### src/rtl/cfg_port_pkg.sv
// constants, register map and carrier types of the configuration port host
// assumes one core clock of 125 MHz and a device that drives busy, init and done
//
// What this block does
// - data bus is eight bits, two-way; line zero is the byte's top bit
// - direction select low means host writes, high means device drives data
// - a byte refused while busy is high is presented again afterwards
// - direction set before select; changed only while deselected or clock quiet
// - host watches busy in readback and encrypted loads; busy byte is refused
// - without busy handshake the clock stays at or below 50 MHz
// - done rises during startup; host may need to keep clocking
// - after configuration release port select first, then direction select
// - with the clock halted direction may change if restored before next edge
// - shared bus: own port select per device, all other lines common
package cfg_port_pkg;

  // timing
  localparam int CORE_PERIOD_NS = 8;
  localparam int NOHS_MAX_MHZ = 50;
  localparam int NOHS_MIN_PERIOD_NS = 1000 / NOHS_MAX_MHZ;
  localparam int NOHS_MIN_HALF = (NOHS_MIN_PERIOD_NS + 2 * CORE_PERIOD_NS - 1)
                                 / (2 * CORE_PERIOD_NS);
  localparam int PROG_PULSE_NS = 300;
  localparam int PROG_CYC = (PROG_PULSE_NS + CORE_PERIOD_NS - 1) / CORE_PERIOD_NS;
  localparam int STARTUP_MIN_EDGES = 8;
  localparam int STARTUP_MAX_EDGES = 255;
  localparam int HALF_DIV_DEFAULT = 10;

  // register map, byte addresses
  localparam int ADDR_W = 5;
  localparam logic [4:0] REG_CTRL = 5'h00;
  localparam logic [4:0] REG_CMD = 5'h04;
  localparam logic [4:0] REG_DATA = 5'h08;
  localparam logic [4:0] REG_STATUS = 5'h0c;
  localparam logic [4:0] REG_COUNT = 5'h10;

  // field positions
  localparam int CTRL_HS_BIT = 0;
  localparam int CTRL_HOLDINIT_BIT = 1;
  localparam int CMD_PROG_BIT = 0;
  localparam int CMD_READ_BIT = 1;
  localparam int CMD_FINISH_BIT = 2;

  // reset values
  localparam logic CTRL_HS_RESET = 1'h1;
  localparam logic CTRL_HOLDINIT_RESET = 1'h0;

  typedef enum logic [2:0] {
    S_IDLE = 3'h0,
    S_PROG = 3'h1,
    S_WAITI = 3'h3,
    S_READY = 3'h2,
    S_WRITE = 3'h6,
    S_STARTUP = 3'h7,
    S_DONE = 3'h5,
    S_READ = 3'h4
  } hostState_t;

  typedef struct packed {
    logic rd;
    logic wr;
    logic [ADDR_W-1:0] addr;
    logic [31:0] wdata;
  } regReq_t;

  typedef struct packed {
    logic [21:0] zero;
    logic crcErr;
    logic timeout;
    logic rbValid;
    logic txPending;
    logic done;
    logic busy;
    logic init;
    hostState_t state;
  } status_t;

  // data[7] is line zero, the top bit of each byte
  typedef struct packed {
    logic [7:0] data;
    logic busy;
    logic init;
    logic done;
  } pinsIn_t;

  typedef struct packed {
    logic programResetN;
    logic configClock;
    logic portSelectN;
    logic readWriteSelectN;
    logic [7:0] dataOut;
    logic dataOeN;
    logic initOut;
    logic initOeN;
  } pinsOut_t;

endpackage

### src/rtl/cfg_pin_sync.sv
// two-stage synchroniser for a group of pin inputs
// assumes the pins change at most once per few core clocks
`timescale 1ns/1ps
module cfg_pin_sync #(
  parameter int W = 11
) (
  input wire logic core_clk,
  input wire logic rst_n,
  input wire logic ce,
  input wire logic [W-1:0] d,
  output logic [W-1:0] q
);
  typedef struct packed {
    logic [W-1:0] s1;
    logic [W-1:0] s2;
  } syncRegs_t;

  syncRegs_t r;
  syncRegs_t n;

  // first stage feeds only the second stage
  always_comb begin
    n.s1 = d;
    n.s2 = r.s1;
  end

  always_ff @(posedge core_clk) begin
    if (!rst_n) begin
      r <= '0;
    end else if (ce) begin
      r <= n;
    end
  end

  assign q = r.s2;
endmodule

### src/rtl/cfg_clock_divider.sv
// divider that makes the configuration clock from the core clock
// assumes HALF core cycles per half period; ticks lead each clock edge by one cycle
`timescale 1ns/1ps
module cfg_clock_divider #(
  parameter int HALF = 10
) (
  input wire logic core_clk,
  input wire logic rst_n,
  input wire logic ce,
  input wire logic run,
  output logic configClock,
  output logic riseTick,
  output logic fallTick
);
  localparam int CW = 16;

  typedef struct packed {
    logic [CW-1:0] cnt;
    logic clk;
  } divRegs_t;

  divRegs_t r;
  divRegs_t n;

  // a high phase always completes, so stopping never leaves a short pulse
  always_comb begin
    n = r;
    if (r.clk || run) begin
      if (r.cnt == CW'(HALF - 1)) begin
        n.cnt = '0;
        n.clk = !r.clk;
      end else begin
        n.cnt = r.cnt + 16'h0001;
      end
    end else begin
      n.cnt = '0;
    end
  end

  always_ff @(posedge core_clk) begin
    if (!rst_n) begin
      r <= '0;
    end else if (ce) begin
      r <= n;
    end
  end

  assign configClock = r.clk;
  assign riseTick = run && !r.clk && (r.cnt == CW'(HALF - 1));
  assign fallTick = r.clk && (r.cnt == CW'(HALF - 1));
endmodule

### src/rtl/cfg_port_host.sv
// host controller that loads and reads back a device over its byte-wide config port
// assumes the device samples on rising clock edges and a bench resolving the pin enables
`timescale 1ns/1ps
module cfg_port_host #(
  parameter int HALF_DIV = cfg_port_pkg::HALF_DIV_DEFAULT,
  parameter int STARTUP_MAX = cfg_port_pkg::STARTUP_MAX_EDGES
) (
  input wire logic core_clk,
  input wire logic rst_n,
  input wire logic ce,
  input wire cfg_port_pkg::regReq_t regReq,
  output logic [31:0] rdData,
  input wire cfg_port_pkg::pinsIn_t pinsIn,
  output cfg_port_pkg::pinsOut_t pinsOut
);
  // without handshake the clock must not pass the upper rate
  localparam int HALF_EFF = (HALF_DIV < cfg_port_pkg::NOHS_MIN_HALF) ?
                            cfg_port_pkg::NOHS_MIN_HALF : HALF_DIV;

  typedef struct packed {
    cfg_port_pkg::hostState_t state;
    logic [7:0] cnt;
    logic hsEn;
    logic holdInit;
    logic [7:0] txByte;
    logic txPending;
    logic [7:0] rbByte;
    logic rbValid;
    logic rbReq;
    logic finReq;
    logic crcErr;
    logic timeout;
    logic [15:0] bytesSent;
    logic [31:0] rdData;
    cfg_port_pkg::pinsOut_t pins;
  } hostRegs_t;

  hostRegs_t r;
  hostRegs_t n;
  cfg_port_pkg::pinsIn_t pinsS;
  cfg_port_pkg::status_t stat;
  logic clkRun;
  logic divClk;
  logic riseTick;
  logic fallTick;
  logic progCmd;
  logic linkActive;

  // register-port decode used for every write target
  function automatic logic isWrite(cfg_port_pkg::regReq_t q, logic [4:0] a);
    return q.wr && (q.addr == a);
  endfunction

  // every device pin passes two flops before any logic looks at it
  cfg_pin_sync #(
    .W($bits(cfg_port_pkg::pinsIn_t))
  ) u_sync (
    .core_clk(core_clk),
    .rst_n(rst_n),
    .ce(ce),
    .d(pinsIn),
    .q(pinsS)
  );

  // clock runs from init wait until startup ends; it is quiet in reset and when done
  assign clkRun = !(r.state inside {cfg_port_pkg::S_IDLE, cfg_port_pkg::S_PROG,
                                    cfg_port_pkg::S_DONE});

  cfg_clock_divider #(
    .HALF(HALF_EFF)
  ) u_div (
    .core_clk(core_clk),
    .rst_n(rst_n),
    .ce(ce),
    .run(clkRun),
    .configClock(divClk),
    .riseTick(riseTick),
    .fallTick(fallTick)
  );

  assign progCmd = isWrite(regReq, cfg_port_pkg::REG_CMD) &&
                   regReq.wdata[cfg_port_pkg::CMD_PROG_BIT];
  assign linkActive = !(r.state inside {cfg_port_pkg::S_IDLE, cfg_port_pkg::S_PROG,
                                        cfg_port_pkg::S_WAITI});

  // status word as software sees it
  always_comb begin
    stat = '0;
    stat.crcErr = r.crcErr;
    stat.timeout = r.timeout;
    stat.rbValid = r.rbValid;
    stat.txPending = r.txPending;
    stat.done = pinsS.done;
    stat.busy = pinsS.busy;
    stat.init = pinsS.init;
    stat.state = r.state;
  end

  // next state: read clears first, link sequencing next, register writes last
  always_comb begin
    n = r;
    n.rdData = 32'h0000_0000;
    // reads answer one cycle later; reading data consumes the readback byte
    if (regReq.rd) begin
      case (regReq.addr)
        cfg_port_pkg::REG_CTRL: begin
          n.rdData[cfg_port_pkg::CTRL_HS_BIT] = r.hsEn;
          n.rdData[cfg_port_pkg::CTRL_HOLDINIT_BIT] = r.holdInit;
        end
        cfg_port_pkg::REG_DATA: begin
          n.rdData[7:0] = r.rbByte;
          n.rbValid = 1'b0;
        end
        cfg_port_pkg::REG_STATUS: begin
          n.rdData = stat;
        end
        cfg_port_pkg::REG_COUNT: begin
          n.rdData[15:0] = r.bytesSent;
        end
        default: begin
          n.rdData = 32'h0000_0000;
        end
      endcase
    end
    // init dropping after it rose means the device found a checksum error
    if (linkActive && !pinsS.init) begin
      n.crcErr = 1'b1;
    end
    case (r.state)
      cfg_port_pkg::S_IDLE: begin
        n.pins.portSelectN = 1'b1;
      end
      // program reset held low for a fixed pulse, then released
      cfg_port_pkg::S_PROG: begin
        n.pins.programResetN = 1'b0;
        n.cnt = r.cnt + 8'h01;
        if (r.cnt == 8'(cfg_port_pkg::PROG_CYC - 1)) begin
          n.pins.programResetN = 1'b1;
          n.cnt = 8'h00;
          n.state = cfg_port_pkg::S_WAITI;
        end
      end
      // nothing is selected until init has risen; the device captures mode pins then
      cfg_port_pkg::S_WAITI: begin
        if (pinsS.init) begin
          n.state = cfg_port_pkg::S_READY;
        end
      end
      // outputs only move on falling edges, and direction only while deselected
      cfg_port_pkg::S_READY: begin
        if (fallTick) begin
          if (r.finReq) begin
            n.finReq = 1'b0;
            n.cnt = 8'h00;
            n.state = cfg_port_pkg::S_STARTUP;
          end else if (r.rbReq) begin
            if (r.pins.readWriteSelectN) begin
              n.pins.portSelectN = 1'b0;
              n.cnt = 8'h00;
              n.state = cfg_port_pkg::S_READ;
            end else begin
              n.pins.readWriteSelectN = 1'b1;
            end
          end else if (r.txPending) begin
            if (!r.pins.readWriteSelectN) begin
              n.pins.portSelectN = 1'b0;
              n.pins.dataOut = r.txByte;
              n.pins.dataOeN = 1'b0;
              n.state = cfg_port_pkg::S_WRITE;
            end else begin
              n.pins.readWriteSelectN = 1'b0;
            end
          end
        end
      end
      // one byte per rising edge; with handshake on, a byte seen with busy high stays on the bus
      cfg_port_pkg::S_WRITE: begin
        if (riseTick && !(r.hsEn && pinsS.busy)) begin
          n.txPending = 1'b0;
          n.bytesSent = r.bytesSent + 16'h0001;
        end
        if (fallTick) begin
          if (r.txPending) begin
            n.pins.dataOut = r.txByte;
          end else begin
            n.pins.portSelectN = 1'b1;
            n.pins.dataOeN = 1'b1;
            n.state = cfg_port_pkg::S_READY;
          end
        end
      end
      // the first edge after select only wakes the device; later busy low marks data
      cfg_port_pkg::S_READ: begin
        if (riseTick) begin
          n.cnt = 8'h01;
          if (r.cnt != 8'h00 && !pinsS.busy && r.rbReq) begin
            n.rbByte = pinsS.data;
            n.rbValid = 1'b1;
            n.rbReq = 1'b0;
          end
        end
        if (fallTick && !r.rbReq) begin
          n.pins.portSelectN = 1'b1;
          n.state = cfg_port_pkg::S_READY;
        end
      end
      // keep clocking until the minimum edges passed and done is seen, or STARTUP_MAX edges passed without it
      cfg_port_pkg::S_STARTUP: begin
        if (fallTick) begin
          n.pins.readWriteSelectN = 1'b0;
        end
        if (riseTick) begin
          n.cnt = r.cnt + 8'h01;
          if (r.cnt >= 8'(cfg_port_pkg::STARTUP_MIN_EDGES - 1) && pinsS.done) begin
            n.state = cfg_port_pkg::S_DONE;
          end else if (r.cnt >= 8'(STARTUP_MAX - 1)) begin
            n.timeout = 1'b1;
            n.state = cfg_port_pkg::S_DONE;
          end
        end
      end
      cfg_port_pkg::S_DONE: begin
        n.pins.portSelectN = 1'b1;
      end
      default: begin
        n.state = cfg_port_pkg::S_IDLE;
      end
    endcase
    // software writes; a new byte may follow the instant the last one was taken
    if (isWrite(regReq, cfg_port_pkg::REG_CTRL)) begin
      n.hsEn = regReq.wdata[cfg_port_pkg::CTRL_HS_BIT];
      n.holdInit = regReq.wdata[cfg_port_pkg::CTRL_HOLDINIT_BIT];
    end
    if (isWrite(regReq, cfg_port_pkg::REG_DATA) && !n.txPending && linkActive) begin
      n.txByte = regReq.wdata[7:0];
      n.txPending = 1'b1;
    end
    if (isWrite(regReq, cfg_port_pkg::REG_CMD) && linkActive) begin
      if (regReq.wdata[cfg_port_pkg::CMD_READ_BIT]) begin
        n.rbReq = 1'b1;
      end
      if (regReq.wdata[cfg_port_pkg::CMD_FINISH_BIT]) begin
        n.finReq = 1'b1;
      end
    end
    // program restarts the link from any state; ctrl bits and readback byte are kept
    if (progCmd) begin
      n.state = cfg_port_pkg::S_PROG;
      n.cnt = 8'h00;
      n.pins.programResetN = 1'b0;
      n.pins.portSelectN = 1'b1;
      n.pins.readWriteSelectN = 1'b0;
      n.pins.dataOeN = 1'b1;
      n.txPending = 1'b0;
      n.rbReq = 1'b0;
      n.finReq = 1'b0;
      n.crcErr = 1'b0;
      n.timeout = 1'b0;
      n.bytesSent = 16'h0000;
    end
    // init is held low only while waiting, to delay the device's start
    n.pins.initOut = 1'b0;
    n.pins.initOeN = !(n.holdInit && (n.state == cfg_port_pkg::S_WAITI));
  end

  always_ff @(posedge core_clk) begin
    if (!rst_n) begin
      r <= '0;
      r.state <= cfg_port_pkg::S_IDLE;
      r.hsEn <= cfg_port_pkg::CTRL_HS_RESET;
      r.holdInit <= cfg_port_pkg::CTRL_HOLDINIT_RESET;
      r.pins.programResetN <= 1'b1;
      r.pins.portSelectN <= 1'b1;
      r.pins.dataOeN <= 1'b1;
      r.pins.initOeN <= 1'b1;
    end else if (ce) begin
      r <= n;
    end
  end

  // the clock pin comes straight from the divider flop
  always_comb begin
    pinsOut = r.pins;
    pinsOut.configClock = divClk;
  end
  assign rdData = r.rdData;

  logic inDone;
  assign inDone = (r.state == cfg_port_pkg::S_DONE);
endmodule

### config.mk
export PLATFORM = sky130hd
export DESIGN_NAME = cfg_port_host
export DESIGN_NICKNAME = d
export VERILOG_FILES = /design/src/rtl/cfg_port_pkg.sv /design/src/rtl/cfg_pin_sync.sv /design/src/rtl/cfg_clock_divider.sv /design/src/rtl/cfg_port_host.sv
export SDC_FILE = /design/constraint.sdc
export NUM_CORES = 1
export LEC_CHECK = 0
export ABC_CLOCK_PERIOD_IN_PS = 4300
export BUFFER_PORTS_ARGS = -buffer_cell sky130_fd_sc_hd__buf_4
export CAP_MARGIN = 5
export CORE_MARGIN = 5
export CORE_UTILIZATION = 60
export CTS_CLUSTER_SIZE = 16
export DETAILED_ROUTE_END_ITERATION = 7
export PLACE_DENSITY = 0.84
export SLEW_MARGIN = 20
export SYNTH_ARGS = -nofsm -noshare
export SYNTH_HDL_FRONTEND = slang
export SYNTH_SLANG_ARGS = --single-unit
### constraint.sdc
create_clock -name core_clk -period 4.3 [get_ports core_clk]
set_input_delay 0.43 -clock core_clk [delete_from_list [all_inputs] [get_ports core_clk]]
set_output_delay 0.43 -clock core_clk [all_outputs]
set_load 0.005 [all_outputs]
[Word-level counts from Yosys, hierarchy flattened]
Cells that the tools add are included.
Widths: inputs -> output; s select.
Operators by class
  $add $sub $neg: 3
  magnitude comparators: 2
  eq/ne operators: 38
  mux-type cells: 70
  reductions and logical operators: 59
Operators with widths (number)
  $mux 11: 9
  $mux 16: 5
  $ne 3x3->1 const B: 11
  $add 16x1->16 const B: 2
  $pmux 8 s4: 1
  $mux 3: 9
  $mux 9: 3
  $mux 1: 26
  $mux 8: 3
  $mux 20: 1
  $ne 4x4->1 const B: 5
  $logic_and 1x1->1: 18
  $pmux 3 s6: 1
  $pmux 6 s3: 1
  $pmux 9 s2: 1
  $reduce_and 9->1: 2
  $eq 16x4->1 const B: 1
  $ne 2x2->1 const B: 8
  $pmux 8 s2: 1
  $reduce_bool 2->1: 8
  $eq 3x3->1 const B: 4
  $mux 2: 6
  $reduce_bool 3->1: 4
  $eq 5x4->1 const B: 2
  other kinds (25): 40
Storage, ports and cells
  flip-flop bits (word level): 135
  input bits: 53
  output and inout bits: 47
  word-level logic and storage cells: 196

[Longest topological paths before layout]
  depth in word-level cells: 13
  mapped depth: 9

[Modules after synthesis]
A second synthesis with hierarchy kept.
Second synthesis, totals
  cell total of the unflattened synthesis: 718
  area, all modules: 6401.1 um^2
Modules (own cells, without submodules)
  cfg_port_host: times used 1, cells an instance 525, area each 4491.8 um^2, seq. area each 1601.5 um^2
  cfg_clock_divider: times used 1, cells an instance 122, area each 1052.3 um^2, seq. area each 340.3 um^2
  cfg_pin_sync: times used 1, cells an instance 71, area each 857.1 um^2, seq. area each 440.4 um^2

[Least setup slack after synthesis]
No wires, ideal clock.
  kind: input-to-reg
  from: in regReq[35] in the netlist's numbering
  to: reg r, in the netlist pinsOut[2]
  library setup time: 0.122 ns
  data arrival time: 1.847 ns
  required time: 4.178 ns
  path slack: 2.331 ns
  stages: 6
  buffers on the path: 1
  path through: buf_2 -> nor4b_1 -> and2_0 -> o31a_1 -> nand4_1 -> a221o_1
Between the ends
  cells in the longest elaborated chain, start to end: 5
Ends and longest elaborated chain
  from (decl): RTL line cfg_port_host.sv:11  | input wire cfg_port_pkg::regReq_t regReq,
  $eq 5x3->1 *: RTL line cfg_port_host.sv:51  | return q.wr && (q.addr == a);
  $logic_and 1x1->1 *: RTL line cfg_port_host.sv:51
  $logic_and 1x1->1 *: RTL line cfg_port_host.sv:81  | assign progCmd = isWrite(regReq, cfg_port_pkg::REG_CMD) &&
  $ne 3x3->1 (no line) or $reduce_bool 3->1 (tied branches)
  $reduce_and 9->1 (no line)
  to (signal assigned): RTL line cfg_port_host.sv:277  | r <= n;
  to (decl): RTL line cfg_port_host.sv:38  | hostRegs_t r;
Mark *: on every way between the ends. The rest lies on a longest branch, timed or not.
A chain may end at the register's enable or synchronous reset.

[Final worst setup path]
  from: reg r[97] in the netlist's numbering
  to: reg r[73] in the netlist's numbering
Between the ends
  cells in the longest elaborated chain, start to end: 6
Ends and longest elaborated chain
  $eq 3x1->1 (tied with other cells): RTL line cfg_port_host.sv:66  | assign clkRun = !(r.state inside {cfg_port_pkg::S_IDLE, cfg_port_pkg::S_PROG,
  $reduce_bool 3->1: RTL line cfg_port_host.sv:66
  $logic_not 1->1: RTL line cfg_port_host.sv:66
  $logic_and 1x1->1 (2 in a row): RTL line cfg_clock_divider.sv:49  | assign riseTick = run && !r.clk && (r.cnt == CW'(HALF - 1));
  $reduce_and 4->1 (no line) *
Marked as above.

==> impl_metrics.prom <==
# TYPE chip_impl_metric gauge
chip_impl_info{name="run_status",value="complete, no violations"} 1
chip_impl_metric{name="antenna_found_initial",unit=""} 0
chip_impl_info{name="clock_tree_root",value="sky130_fd_sc_hd__clkbuf_8"} 1
chip_impl_metric{name="max_transition_margin",unit=""} 0.310
chip_impl_info{name="worst-setup-path-type",value="reg2reg"} 1
chip_impl_metric{name="chipWidth",unit="µm"} 111
chip_impl_metric{name="overall_die_area",unit="µm²"} 12300
chip_impl_metric{name="post-layout-total-power",unit="µW"} 2670
chip_impl_metric{name="detailed_route_via_count",unit=""} 5141
chip_impl_metric{name="clock_insertion_delay_worst_skew",unit="ns"} 0.53
chip_impl_metric{name="io_buffer_count",unit=""} 58
chip_impl_metric{name="synth_area",unit="µm²"} 6120
chip_impl_metric{name="final_design_area_no_fill",unit="µm²"} 6830
chip_impl_metric{name="final-max-slew-violation-count",unit=""} 0
chip_impl_metric{name="hold_slack",unit="ns"} 0.138
chip_impl_metric{name="route.detailed.wl_per_inst",unit="µm"} 16.6
chip_impl_metric{name="fp.dieH",unit="µm"} 111
chip_impl_metric{name="grt_pass1_wl",unit="µm"} 23700
chip_impl_info{name="tritoncts",value="done"} 1
chip_impl_metric{name="dpl-instance-area",unit="µm²"} 6230
chip_impl_info{name="rsz0062_at_grt",value="no"} 1
chip_impl_metric{name="numClockSinks",unit=""} 119
chip_impl_metric{name="cp.buffers_inverters",unit=""} 1
chip_impl_info{name="cp_top_family",value="flip-flops"} 1
chip_impl_metric{name="period_share",unit=""} 0.666
chip_impl_metric{name="gp_congestion",unit=""} 0.917
chip_impl_metric{name="hold_buffers",unit=""} 0
chip_impl_metric{name="setup_ws",unit="ns"} 1.44
chip_impl_metric{name="grt_max_degree",unit=""} 67
chip_impl_metric{name="post_cts_resize_count",unit=""} 0
chip_impl_metric{name="worstPathMaxFanout",unit=""} 21
chip_impl_metric{name="max_freq",unit="MHz"} 349
chip_impl_metric{name="postSynthRegisterBits",unit=""} 119
chip_impl_metric{name="power.static_leakage",unit="µW"} 0.00272
chip_impl_metric{name="core_area",unit="µm²"} 9860
chip_impl_metric{name="final.setup_skew",unit="ns"} 0.00964
chip_impl_metric{name="seq_total_area_yosys",unit=""} 0.389
chip_impl_metric{name="clock_path_buffers",unit=""} 2
chip_impl_metric{name="required",unit="ns"} 4.68
chip_impl_metric{name="drt_iter0_drc",unit=""} 769
chip_impl_metric{name="postSynthCellCount",unit=""} 707
chip_impl_metric{name="globalRouteTotalUtil",unit=""} 0.232
chip_impl_metric{name="drtPass1Iterations",unit=""} 8
chip_impl_metric{name="numCtsBuffers",unit=""} 17
chip_impl_metric{name="synth.avg_cell_area",unit="µm²"} 8.66
chip_impl_metric{name="totalWireLength",unit="µm"} 14300
chip_impl_metric{name="cp.arrival",unit="ns"} 3.24
chip_impl_metric{name="postCtsSetupBuffers",unit=""} 0
chip_impl_info{name="worstSetupStartpointType",value="register"} 1
chip_impl_metric{name="finalWorstPathRequiredPeriod",unit="ns"} 2.86
chip_impl_info{name="crit_path_cell_trace",value="inv_1 -> o21ai_0 -> nand4_1 -> mux2i_1 -> nor2_1"} 1
chip_impl_metric{name="vias_per_cell",unit=""} 5.96
chip_impl_metric{name="timing.final.hold_violations",unit=""} 0
chip_impl_metric{name="fill_cells",unit=""} 759
chip_impl_info{name="slowest_stage",value="sky130_fd_sc_hd__dfxtp_1"} 1
chip_impl_metric{name="dp_worst_setup_slack",unit="ns"} 1.54
chip_impl_metric{name="clk_pin_slew_worst_paths",unit="ns"} 0.06
chip_impl_metric{name="synth_enable_flop_cells",unit=""} 0
chip_impl_metric{name="post_route_cells_drive_above_1_share",unit=""} 0.155
chip_impl_info{name="worstSetupEndpointType",value="register"} 1
chip_impl_metric{name="yosysUniqueCellTypes",unit=""} 73
chip_impl_metric{name="remaining_drc_errors",unit=""} 0
chip_impl_metric{name="number_of_global_route_vias_before_repair",unit=""} 4885
chip_impl_metric{name="slowest_delay",unit="ns"} 0.80
chip_impl_metric{name="maxcap_viol_count",unit=""} 0
chip_impl_metric{name="initial_core_util",unit=""} 0.621
chip_impl_metric{name="totalNegativeSetupSlack",unit="ns"} 0
chip_impl_metric{name="worst-r2r-setup-slack",unit="ns"} 1.44
chip_impl_metric{name="ys_async_sr_fraction",unit=""} 0
chip_impl_metric{name="postRouteAntennaNets",unit=""} 0
chip_impl_metric{name="nNetsFinal",unit=""} 776
chip_impl_metric{name="worst_slew_pin_slew",unit="ns"} 1.03
chip_impl_metric{name="hpwl_detailed",unit="µm"} 9630
chip_impl_metric{name="antenna_cells",unit=""} 0
chip_impl_info{name="hold_path_class",value="in2reg"} 1
chip_impl_metric{name="pwr_dens",unit="nW/µm²"} 391
chip_impl_metric{name="overflow",unit=""} 0
chip_impl_metric{name="design.portCount",unit=""} 100
chip_impl_metric{name="setup_viol",unit=""} 0
chip_impl_metric{name="rows",unit=""} 36
chip_impl_info{name="top_ff_cell_synth",value="sky130_fd_sc_hd__dfxtp_1"} 1
chip_impl_metric{name="ys.warnings.count",unit=""} 0
chip_impl_metric{name="ir_worst_vdd",unit="mV"} 0.356
chip_impl_metric{name="area.growth.synth_to_final",unit="%"} 11.5
chip_impl_metric{name="htree_num_levels",unit=""} 4
## Yosys cell counts, types with 4 or more instances
cell	count	area (µm²)
sky130_fd_sc_hd__a21oi_1	27	135
sky130_fd_sc_hd__a222oi_1	6	60.1
sky130_fd_sc_hd__a22oi_1	8	60.1
sky130_fd_sc_hd__and2_1	10	62.6
sky130_fd_sc_hd__and3_1	7	43.8
sky130_fd_sc_hd__and4_1	4	35.0
sky130_fd_sc_hd__buf_1	4	15.0
sky130_fd_sc_hd__buf_2	5	25.0
sky130_fd_sc_hd__buf_4	48	360
sky130_fd_sc_hd__clkbuf_1	21	78.8
sky130_fd_sc_hd__clkbuf_8	5	68.8
sky130_fd_sc_hd__dfxtp_1	119	2380
sky130_fd_sc_hd__ha_1	7	87.6
sky130_fd_sc_hd__inv_1	15	56.3
sky130_fd_sc_hd__mux2i_1	52	521
sky130_fd_sc_hd__nand2_1	37	139
sky130_fd_sc_hd__nand2b_1	4	25.0
sky130_fd_sc_hd__nand3_1	31	155
sky130_fd_sc_hd__nand4_1	18	113
sky130_fd_sc_hd__nor2_1	122	458
sky130_fd_sc_hd__nor3_1	12	60.1
sky130_fd_sc_hd__nor4_1	14	87.6
sky130_fd_sc_hd__nor4b_1	4	35.0
sky130_fd_sc_hd__o21a_1	9	67.6
sky130_fd_sc_hd__o21ai_0	18	90.1
sky130_fd_sc_hd__o21ai_1	4	20.0
sky130_fd_sc_hd__o2bb2ai_1	7	61.3
sky130_fd_sc_hd__or3_1	4	25.0
sky130_fd_sc_hd__xnor2_1	9	78.8
sky130_fd_sc_hd__xor2_1	18	158
## layer usage
metal | GRT usage | share of wire
met4 | 0.0860 | 0.015
met3 | 0.0781 | 0.082
met5 | 0 | 0
met1 | 0.289 | 0.42
met2 | 0.375 | 0.48
## worst min-delay path: cells and delay by family
kind,cells,cell delay (ns)
simple gates,1,0.07
buf+inv,1,0.07
mux,1,0.05
## layout make-up
cell class,instances,area (µm²),share of cell area
repair buffers,60,450,0.0660
inverters,15,56.3,0.00824
well taps,133,166,0.0244
flip-flops and latches,119,2380,0.349
clock inverters,14,175,0.0257
clock buffers,18,428,0.0627
multi-input cells,503,3170,0.464
## sequential cells by signal, indices dropped and copies added (netlist names)
register,cells
u_sync.n,11
rdData,16
u_div.r,16
r,51
pinsOut,13
u_sync.q,11
u_div.configClock,1
## where the power goes
part | leakage [µW] | switching (µW) | internal (µW)
registers | 0.000962 | 13.8 | 1120
clock network | 0.000276 | 523 | 899
logic | 0.00148 | 71.3 | 44.5
total | 0.00272 | 608 | 2060
## metrics by stage
step | utilization | instances
after floorplan | - | 723
after global placement | 0.631 | 830
after detailed placement | 0.631 | 830
after CTS | 0.692 | 862
after global routing | 0.692 | 862
final | 0.692 | 862
## worst paths after layout
path | start | cells past startpoint | endpoint
worst max-delay path | r[97] | 5 | r[73]
worst min-delay path | regReq[7] | 3 | r[84]
worst max register to register | r[97] | 5 | r[73]
worst min register to register | pinsOut[14] | 2 | pinsOut[14]
## cells by family (layout without fill, tap and decap cells)
kind of cell / after synthesis / after routing / synth area share
other: 1 / 17 / 0.000612
adders and majority gates: 7 / 7 / 0.0143
AOI/OAI and AO/OA: 109 / 109 / 0.123
xor gates and xnor gates: 27 / 27 / 0.0386
and+or+nand+nor: 291 / 291 / 0.247
muxes: 52 / 52 / 0.0850
DFF: 119 / 119 / 0.389
buffers and inverters: 101 / 107 / 0.103
## cells in the final DEF, fill, tap and decap left out, types with 6 or more instances in the layout
master / instances
sky130_fd_sc_hd__nor2_1: 122
sky130_fd_sc_hd__dfxtp_1: 119
sky130_fd_sc_hd__buf_4: 60
sky130_fd_sc_hd__mux2i_1: 52
sky130_fd_sc_hd__nand2_1: 37
sky130_fd_sc_hd__nand3_1: 31
sky130_fd_sc_hd__a21oi_1: 27
sky130_fd_sc_hd__nand4_1: 18
sky130_fd_sc_hd__xor2_1: 18
sky130_fd_sc_hd__o21ai_0: 18
sky130_fd_sc_hd__conb_1: 17
sky130_fd_sc_hd__clkbuf_16: 16
sky130_fd_sc_hd__inv_1: 14
sky130_fd_sc_hd__nor4_1: 14
sky130_fd_sc_hd__nor3_1: 12
sky130_fd_sc_hd__and2_1: 10
sky130_fd_sc_hd__xnor2_1: 9
sky130_fd_sc_hd__o21a_1: 9
sky130_fd_sc_hd__a22oi_1: 8
sky130_fd_sc_hd__and3_1: 7
sky130_fd_sc_hd__o2bb2ai_1: 7
sky130_fd_sc_hd__ha_1: 7
sky130_fd_sc_hd__a222oi_1: 6
sky130_fd_sc_hd__clkinvlp_4: 6
(Power assumes the default switching activity.)
